--- src/updown_host_pkg.sv ---
// package: timing constants and commands for the dual up/down tap host
package updown_host_pkg;
  localparam int unsigned CLK_HZ = 40_000_000;
  localparam int unsigned NUM_CH = 2;
  localparam int unsigned TAP_BITS = 5;
  localparam logic [4:0] TAP_MAX = 5'h1f;
  localparam logic [4:0] TAP_RESET = 5'h00;
  // times in ns (ms for store deselect)
  localparam int unsigned T_SEL_SETUP_NS = 100;
  localparam int unsigned T_DIR_SETUP_NS = 100;
  localparam int unsigned T_STEP_LOW_NS = 1000;
  localparam int unsigned T_STEP_HIGH_NS = 1000;
  localparam int unsigned T_STEP_TO_DESEL_NS = 1000;
  localparam int unsigned T_DESEL_NOSTORE_NS = 250;
  localparam int unsigned T_DESEL_STORE_MS = 10;
  localparam int unsigned T_POWERUP_NS = 1000;
  function automatic int unsigned ns_to_cyc(input int unsigned ns);
    int unsigned c;
    c = (ns * (CLK_HZ / 1_000_000) + 999) / 1000;
    return (c < 1) ? 1 : c;
  endfunction
  localparam int unsigned C_SEL_SETUP = ns_to_cyc(T_SEL_SETUP_NS);
  localparam int unsigned C_DIR_SETUP = ns_to_cyc(T_DIR_SETUP_NS);
  localparam int unsigned C_STEP_LOW = ns_to_cyc(T_STEP_LOW_NS);
  localparam int unsigned C_STEP_HIGH = ns_to_cyc(T_STEP_HIGH_NS);
  localparam int unsigned C_STEP_TO_DESEL = ns_to_cyc(T_STEP_TO_DESEL_NS);
  localparam int unsigned C_DESEL_NOSTORE = ns_to_cyc(T_DESEL_NOSTORE_NS);
  localparam int unsigned C_POWERUP = ns_to_cyc(T_POWERUP_NS);
  localparam int unsigned C_DESEL_STORE = T_DESEL_STORE_MS * (CLK_HZ / 1000);
  localparam int unsigned CNT_W = 20;
  // command codes
  localparam logic [1:0] CMD_UP = 2'h0;
  localparam logic [1:0] CMD_DOWN = 2'h1;
  localparam logic [1:0] CMD_SAVE = 2'h2;
  localparam logic [1:0] CMD_NOSAVE = 2'h3;
endpackage

--- src/updown_host.sv ---
// host controller driving select, step and direction pins of a dual tap device
// Contract
// - host holds select high at power-up
// - deselect without save keeps step low
// - direction may change while selected
// - avoid lowering select while step low
// - select high 10 ms after saving deselect
module updown_host
  import updown_host_pkg::*;
#(
  parameter int unsigned STORE_CYCLES = C_DESEL_STORE
) (
  // clock and reset
  input wire logic clock_in,
  input wire logic rst_in,
  // command port
  input wire logic cmd_valid_in,
  input wire logic cmd_ch_in,
  input wire logic [1:0] cmd_op_in,
  input wire logic [4:0] cmd_steps_in,
  output logic cmd_ready_out,
  output logic done_out,
  output logic [4:0] pos_out,
  output logic pos_ch_out,
  // device pins
  output logic [1:0] select_n_out,
  output logic [1:0] step_n_out,
  output logic [1:0] dir_out
);
  // ==========================================================
  // state
  typedef enum logic [7:0] {
    ST_INIT = 8'b0000_0001,
    ST_IDLE = 8'b0000_0010,
    ST_SETUP = 8'b0000_0100,
    ST_LOW = 8'b0000_1000,
    ST_HIGH = 8'b0001_0000,
    ST_END = 8'b0010_0000,
    ST_DESEL = 8'b0100_0000,
    ST_RDPOS = 8'b1000_0000
  } state_t;

  state_t state_q;
  logic [CNT_W-1:0] tmr_q;
  logic ch_q;
  logic [1:0] op_q;
  logic [4:0] left_q;
  logic [4:0] pos_q;
  logic [CNT_W-1:0] busy_q [2];
  logic wr_en;
  logic [4:0] rd_data;

  function automatic logic [CNT_W-1:0] cyc(input int unsigned n);
    return CNT_W'(n);
  endfunction

  // saturating tap move, mirrors the device counter
  function automatic logic [4:0] tap_step(input logic [4:0] p, input logic up);
    if (up) begin
      return (p == TAP_MAX) ? p : 5'(p + 5'h01);
    end
    return (p == TAP_RESET) ? p : 5'(p - 5'h01);
  endfunction

  // nosave drops the strobe while still selected, which moves the tap one down, so the mirror follows it
  assign wr_en = ((state_q == ST_LOW) || (state_q == ST_SETUP && op_q == CMD_NOSAVE)) && (tmr_q == '0);

  pos_mem #(.DEPTH(NUM_CH), .WIDTH(TAP_BITS)) i_pos_mem (
    .clock_in(clock_in),
    .rst_in(rst_in),
    .wr_en_in(wr_en),
    .wr_addr_in(ch_q),
    .wr_data_in(tap_step(pos_q, op_q == CMD_UP)),
    .rd_addr_in(cmd_ch_in),
    .rd_data_out(rd_data)
  );

  // ==========================================================
  // sequencer
  always_ff @(posedge clock_in) begin
    if (rst_in) begin
      state_q <= ST_INIT;
      tmr_q <= cyc(C_POWERUP);
      ch_q <= 1'b0;
      op_q <= CMD_UP;
      left_q <= 5'h00;
      cmd_ready_out <= 1'b0;
      done_out <= 1'b0;
    end else begin
      done_out <= 1'b0;
      case (state_q)
        ST_INIT: begin
          // selects stay high through power-up so positions recall
          if (tmr_q == '0) begin
            state_q <= ST_IDLE;
            cmd_ready_out <= 1'b1;
          end else begin
            tmr_q <= tmr_q - 1'b1;
          end
        end
        ST_IDLE: begin
          // reselect waits out the save time of that channel
          if (cmd_valid_in && busy_q[cmd_ch_in] == '0) begin
            ch_q <= cmd_ch_in;
            op_q <= cmd_op_in;
            left_q <= cmd_steps_in;
            cmd_ready_out <= 1'b0;
            state_q <= ST_RDPOS;
          end
        end
        ST_RDPOS: begin
          state_q <= ST_SETUP;
          tmr_q <= cyc(C_SEL_SETUP + C_DIR_SETUP);
        end
        ST_SETUP: begin
          if (tmr_q != '0) begin
            tmr_q <= tmr_q - 1'b1;
          end else if (op_q[1] || left_q == 5'h00) begin
            state_q <= ST_END;
            tmr_q <= cyc(C_STEP_TO_DESEL);
          end else begin
            state_q <= ST_LOW;
            tmr_q <= cyc(C_STEP_LOW);
          end
        end
        ST_LOW: begin
          if (tmr_q != '0) begin
            tmr_q <= tmr_q - 1'b1;
          end else begin
            left_q <= left_q - 5'h01;
            state_q <= ST_HIGH;
            tmr_q <= cyc(C_STEP_HIGH);
          end
        end
        ST_HIGH: begin
          if (tmr_q != '0) begin
            tmr_q <= tmr_q - 1'b1;
          end else if (left_q != 5'h00) begin
            state_q <= ST_LOW;
            tmr_q <= cyc(C_STEP_LOW);
          end else begin
            state_q <= ST_END;
            tmr_q <= cyc(C_STEP_TO_DESEL);
          end
        end
        ST_END: begin
          if (tmr_q != '0) begin
            tmr_q <= tmr_q - 1'b1;
          end else begin
            state_q <= ST_DESEL;
            tmr_q <= cyc(C_DESEL_NOSTORE);
          end
        end
        ST_DESEL: begin
          if (tmr_q != '0) begin
            tmr_q <= tmr_q - 1'b1;
          end else begin
            state_q <= ST_IDLE;
            cmd_ready_out <= 1'b1;
            done_out <= 1'b1;
          end
        end
        default: begin
          state_q <= ST_INIT;
          tmr_q <= cyc(C_POWERUP);
        end
      endcase
    end
  end

  // ==========================================================
  // pin drive, one channel active at a time, others idle high
  always_ff @(posedge clock_in) begin
    if (rst_in) begin
      select_n_out <= 2'b11;
      step_n_out <= 2'b11;
      dir_out <= 2'b00;
    end else begin
      for (int c = 0; c < NUM_CH; c++) begin
        if (c == int'(ch_q) && (state_q == ST_SETUP || state_q == ST_LOW || state_q == ST_HIGH
            || state_q == ST_END)) begin
          select_n_out[c] <= 1'b0;
          dir_out[c] <= (op_q == CMD_UP);
          // nosave: step stays low across select rise
          step_n_out[c] <= !(state_q == ST_LOW || (state_q == ST_END && op_q == CMD_NOSAVE));
        end else if (c == int'(ch_q) && state_q == ST_DESEL) begin
          // save: step high when select rises
          select_n_out[c] <= 1'b1;
          step_n_out[c] <= (op_q == CMD_NOSAVE) ? 1'b0 : 1'b1;
        end else begin
          select_n_out[c] <= 1'b1;
          step_n_out[c] <= 1'b1;
        end
      end
    end
  end

  // ==========================================================
  // save busy timers per channel
  always_ff @(posedge clock_in) begin
    if (rst_in) begin
      busy_q[0] <= '0;
      busy_q[1] <= '0;
    end else begin
      for (int c = 0; c < NUM_CH; c++) begin
        if (state_q == ST_END && tmr_q == '0 && c == int'(ch_q) && op_q != CMD_NOSAVE) begin
          busy_q[c] <= CNT_W'(STORE_CYCLES);
        end else if (busy_q[c] != '0) begin
          busy_q[c] <= busy_q[c] - 1'b1;
        end
      end
    end
  end

  // ==========================================================
  // position mirror, tap decode lives in the device
  always_ff @(posedge clock_in) begin
    if (rst_in) begin
      pos_q <= TAP_RESET;
      pos_out <= TAP_RESET;
      pos_ch_out <= 1'b0;
    end else begin
      if (state_q == ST_RDPOS) begin
        pos_q <= rd_data;
      end else if (wr_en) begin
        pos_q <= tap_step(pos_q, op_q == CMD_UP);
      end
      pos_out <= pos_q;
      pos_ch_out <= ch_q;
    end
  end
endmodule

--- src/pos_mem.sv ---
// memory: tracked tap position per channel, registered read
module pos_mem
  import updown_host_pkg::*;
#(
  parameter int unsigned DEPTH = 2,
  parameter int unsigned WIDTH = 5
) (
  // clock and reset
  input wire logic clock_in,
  input wire logic rst_in,
  // write port
  input wire logic wr_en_in,
  input wire logic [$clog2(DEPTH)-1:0] wr_addr_in,
  input wire logic [WIDTH-1:0] wr_data_in,
  // read port
  input wire logic [$clog2(DEPTH)-1:0] rd_addr_in,
  output logic [WIDTH-1:0] rd_data_out
);
  logic [WIDTH-1:0] mem_q [DEPTH];

  always_ff @(posedge clock_in) begin
    if (rst_in) begin
      for (int i = 0; i < DEPTH; i++) begin
        mem_q[i] <= '0;
      end
    end else if (wr_en_in) begin
      mem_q[wr_addr_in] <= wr_data_in;
    end
  end

  always_ff @(posedge clock_in) begin
    if (rst_in) begin
      rd_data_out <= '0;
    end else begin
      rd_data_out <= mem_q[rd_addr_in];
    end
  end
endmodule

--- config.mk ---
export PLATFORM = sky130hd
export DESIGN_NAME = updown_host
export DESIGN_NICKNAME = d
export VERILOG_FILES = /design/src/updown_host_pkg.sv /design/src/updown_host.sv /design/src/pos_mem.sv
export SDC_FILE = /design/constraint.sdc
export NUM_CORES = 1
export LEC_CHECK = 0
export BUFFER_PORTS_ARGS = -buffer_cell sky130_fd_sc_hd__buf_2
export CAP_MARGIN = 5
export CORE_MARGIN = 2
export CORE_UTILIZATION = 28
export DETAILED_ROUTE_END_ITERATION = 8
export PLACE_DENSITY = 0.44
export SYNTH_ARGS = -nofsm -noshare
export SYNTH_HDL_FRONTEND = slang
export SYNTH_HIERARCHICAL = 1
export SYNTH_SLANG_ARGS = --single-unit
--- constraint.sdc ---
create_clock -name clock_in -period 2.5 [get_ports clock_in]
set_input_delay 0.25 -clock clock_in [delete_from_list [all_inputs] [get_ports clock_in]]
set_output_delay 0.25 -clock clock_in [all_outputs]
set_load 0.03 [all_outputs]
==> impl_metrics.prom <==
# TYPE chip_impl_metric gauge
chip_impl_info{name="status",value="complete, no violations"} 1
chip_impl_metric{name="power.share.switching",unit="%"} 31.2
chip_impl_metric{name="max_slew.worst_pin.slew",unit="ns"} 0.702
chip_impl_metric{name="tritoncts_num_sinks",unit=""} 110
chip_impl_metric{name="gpl.final_weighted_congestion",unit=""} 0.808
chip_impl_metric{name="multiInputGateArea",unit="um2"} 2940
chip_impl_metric{name="post-route-drc-count",unit=""} 0
chip_impl_metric{name="mean_instance_size_in_the_synthesized_netlist",unit="um2"} 9.56
chip_impl_metric{name="fin_nets",unit=""} 679
chip_impl_metric{name="cts-buffers-inserted",unit=""} 9
chip_impl_metric{name="core.rowCount",unit=""} 52
chip_impl_metric{name="clkSlewWorstSetupHoldPaths",unit="ns"} 0.08
chip_impl_metric{name="p_switching",unit="mW"} 1.59
chip_impl_metric{name="p_leak",unit="nW"} 2.54
chip_impl_metric{name="syn_nets",unit=""} 631
chip_impl_metric{name="combinationalPowerShare",unit="%"} 24.4
chip_impl_metric{name="area_overhead_of_the_layout_relative_to_synthesis",unit="%"} 15.9
chip_impl_metric{name="detailroute.via_count",unit=""} 4615
chip_impl_metric{name="placement.io_buffers",unit=""} 24
chip_impl_metric{name="grt_antenna_before_repair",unit=""} 0
chip_impl_metric{name="synth.cell_area",unit="um2"} 5850
chip_impl_info{name="synth_area_leader_cell",value="sky130_fd_sc_hd__edfxtp_1"} 1
chip_impl_metric{name="globalRouteOverflowTotal",unit=""} 0
chip_impl_metric{name="portion_of_synthesized_cell_area_occupied_by_the_leading_cell_type",unit="%"} 25.7
chip_impl_metric{name="final.fill_count",unit=""} 2098
chip_impl_info{name="ys.flop_type",value="sky130_fd_sc_hd__dfxtp_1"} 1
chip_impl_metric{name="core_area",unit="um2"} 20400
chip_impl_metric{name="synth_seq_cells",unit=""} 110
chip_impl_metric{name="hold_slack",unit="ns"} 0.119
chip_impl_info{name="min_path_type",value="input port to flip-flop"} 1
chip_impl_metric{name="synth_async_sr_flop_share",unit="%"} 0
chip_impl_metric{name="ctsHtreeMaxLevel",unit=""} 3
chip_impl_metric{name="power.clock.fraction",unit="%"} 29.5
chip_impl_metric{name="avgViaCountPerCell",unit=""} 4.94
chip_impl_info{name="grt_setup_unrepaired",value="false"} 1
chip_impl_info{name="clock-root-buffer",value="sky130_fd_sc_hd__clkbuf_16"} 1
chip_impl_metric{name="worst_skew_pair.late_latency",unit="ns"} 0.36
chip_impl_metric{name="final_hold_viol_count",unit=""} 0
chip_impl_metric{name="wire_per_inst",unit="um"} 15.3
chip_impl_metric{name="irDropWorstVdd",unit="mV"} 0.300
chip_impl_metric{name="regArea",unit="um2"} 2700
chip_impl_metric{name="timing.max_slew.rel_slack",unit="%"} 52.8
chip_impl_metric{name="internal_power",unit="mW"} 3.50
chip_impl_info{name="yosys-top-cells-area",value="sky130_fd_sc_hd__edfxtp_1 26%, sky130_fd_sc_hd__dfxtp_1 21%, sky130_fd_sc_hd__nor2_1 5.7%"} 1
chip_impl_metric{name="dp.final_hpwl",unit="um"} 10200
chip_impl_metric{name="postRouteAntennaNets",unit=""} 0
chip_impl_metric{name="cellPowerDensity",unit="nW/um2"} 749
chip_impl_metric{name="fin_ws",unit="ns"} 0.0952
chip_impl_metric{name="floorplan.initialDensity",unit="%"} 28.7
chip_impl_metric{name="required",unit="ns"} 2.54
chip_impl_metric{name="post_synth_num_cell_types",unit=""} 73
chip_impl_metric{name="layout-drive-gt1-share",unit="%"} 18.0
chip_impl_metric{name="synth_edf_count",unit=""} 50
chip_impl_metric{name="timing.clock.skew",unit="ns"} 0.00657
chip_impl_metric{name="pin_count",unit=""} 25
chip_impl_metric{name="final_max_slew_viol_count",unit=""} 0
chip_impl_metric{name="number_of_global_route_vias_before_repair",unit=""} 4619
chip_impl_metric{name="max_freq",unit="GHz"} 0.416
chip_impl_metric{name="track_usage",unit="%"} 13.5
chip_impl_metric{name="seq_power_share",unit="%"} 46.1
chip_impl_info{name="startpoint_type",value="flip-flop"} 1
chip_impl_metric{name="place_inst",unit=""} 918
chip_impl_metric{name="drtIter0Drc",unit=""} 253
chip_impl_metric{name="final.setup.tns",unit="ns"} 0
chip_impl_metric{name="routed_wl",unit="um"} 14300
chip_impl_metric{name="grt_max_degree",unit=""} 33
chip_impl_metric{name="synth-seq-area-share",unit="%"} 46.2
chip_impl_metric{name="chipWidth",unit="um"} 149
chip_impl_metric{name="synthCells",unit=""} 612
chip_impl_metric{name="finalCritPeriodShare",unit="%"} 96.2
chip_impl_metric{name="grt_first_pass_wirelength",unit="um"} 23600
chip_impl_metric{name="critPathArrivalTime",unit="ns"} 2.44
chip_impl_metric{name="fin_crit",unit="ns"} 2.40
chip_impl_metric{name="die_height",unit="um"} 149
chip_impl_metric{name="place_worst_setup_slack",unit="ns"} 0.0393
chip_impl_metric{name="max_cap_viol_count",unit=""} 0
chip_impl_metric{name="ctsLongestPathBuffers",unit=""} 2
chip_impl_info{name="criticalPathCategory",value="flip-flop to flip-flop"} 1
chip_impl_info{name="tritoncts",value="built"} 1
chip_impl_info{name="critical_path.endpoint_type",value="flip-flop"} 1
chip_impl_metric{name="detail_route.first_pass.iterations",unit=""} 4
chip_impl_info{name="synth_top_cells_by_count",value="89 x sky130_fd_sc_hd__nor2_1, 60 x sky130_fd_sc_hd__dfxtp_1, 50 x sky130_fd_sc_hd__edfxtp_1, 39 x sky130_fd_sc_hd__a21oi_1, 39 x sky130_fd_sc_hd__nand2_1"} 1
chip_impl_info{name="synthMostInstantiatedCell",value="sky130_fd_sc_hd__nor2_1"} 1
chip_impl_metric{name="num_antenna_cells",unit=""} 0
chip_impl_metric{name="critPathMaxFanout",unit=""} 20
chip_impl_metric{name="die-area",unit="um2"} 22100
chip_impl_metric{name="yosys_warnings",unit=""} 6
chip_impl_metric{name="layout.cells.non_filler",unit=""} 935
chip_impl_metric{name="setup_viol",unit=""} 0
sequential cells by signal (all words and copies together), names as in the netlist:
signal,count
i_pos_mem/rd_data_out,5
step_n_out,2
left_q,5
i_pos_mem/mem_q,10
op_q,2
busy_q,40
pos_q,5
ch_q,1
dir_out,2
tmr_q,20
select_n_out,2
state_q,8
pos_ch_out,1
done_out,1
pos_out,5
cmd_ready_out,1
logic make-up after synthesis:
family / after synthesis / share of synthesized area [%]
xor+xnor: 48 / 7.70
flops: 110 / 46.2
buf+inv: 43 / 4.38
compound gates: 107 / 11.4
mux: 10 / 1.71
fa+ha+maj: 8 / 1.71
simple gates: 286 / 26.9
critical path: stages, from the launching register on:
cell and delay, ns:
sky130_fd_sc_hd__dfxtp_2 0.35, sky130_fd_sc_hd__or4_4 0.56, sky130_fd_sc_hd__or2_4 0.27, sky130_fd_sc_hd__nor3_1 0.18, sky130_fd_sc_hd__buf_4 0.16, sky130_fd_sc_hd__and4b_1 0.23
sky130_fd_sc_hd__or4_4 0.32
power groups by stage:
stage	combinational [mW]	sequential, mW	clock (mW)
floorplan	0.908	2.33	0
global placement	1.21	2.37	0
detailed placement	1.23	2.37	0
CTS	1.23	2.34	1.55
global route	1.40	2.37	1.61
finish	1.24	2.34	1.50
placed cells by master, fill, tap and decap left out, drive strengths merged, types with 8 or more instances in the layout:
cell type	Yosys	layout
ha	8	8
or3	15	15
inv	16	18
nor4	22	22
buf	8	64
clkbuf	18	9
dfxtp	60	60
and2	14	14
edfxtp	50	50
or4	8	8
nor3	26	26
nand3	19	19
xnor2	41	41
nor2	89	89
o21ai	29	29
nand2	40	40
mux2i	10	10
a21oi	40	40
path summary, 6_finish.rpt:
path,from,to,depth (start not counted),slack [ns]
worst min register to register,dir_out[1],dir_out[1],2,0.47
worst max-delay path,tmr_q[8],busy_q[0][6],6,0.1
worst max register to register,tmr_q[8],busy_q[0][6],6,0.1
worst min-delay path,cmd_op_in[1],op_q[1],3,0.12
area by class of cell:
class | instances | area share, %
clock buffer | 9 | 3.32
clock inverter | 7 | 1.07
inverter | 16 | 0.886
multi-input combinational | 459 | 43.3
sequential | 110 | 39.9
tap | 270 | 4.98
timing repair buffer | 64 | 6.57
per-layer routing:
layer,vias to the layer above,part of all wire (%),global-route usage (%)
met3,12,3.6,2.52
met5,-,0,0
met2,73,46,22.1
met4,0,1.2,3.67
met1,2223,49,18.3
li1,2307,-,-
stage by stage:
step	total power, mW	util (%)	cell area, um2
after floorplan	3.24	-	5860
after global placement	3.58	31.6	6430
after detailed placement	3.60	31.6	6430
after CTS	5.12	33.1	6730
after global routing	5.38	33.3	6780
final	5.08	33.3	6780
repair_timing:
item / 4_1_cts / 5_1_grt
endpoints found under the setup margin: 0 / 53
gates resized for setup: 0 / 12
buffers inserted: 0 / 1
hold buffers: 0 / 0
Note: power is estimated with default switching activity, not from simulation.
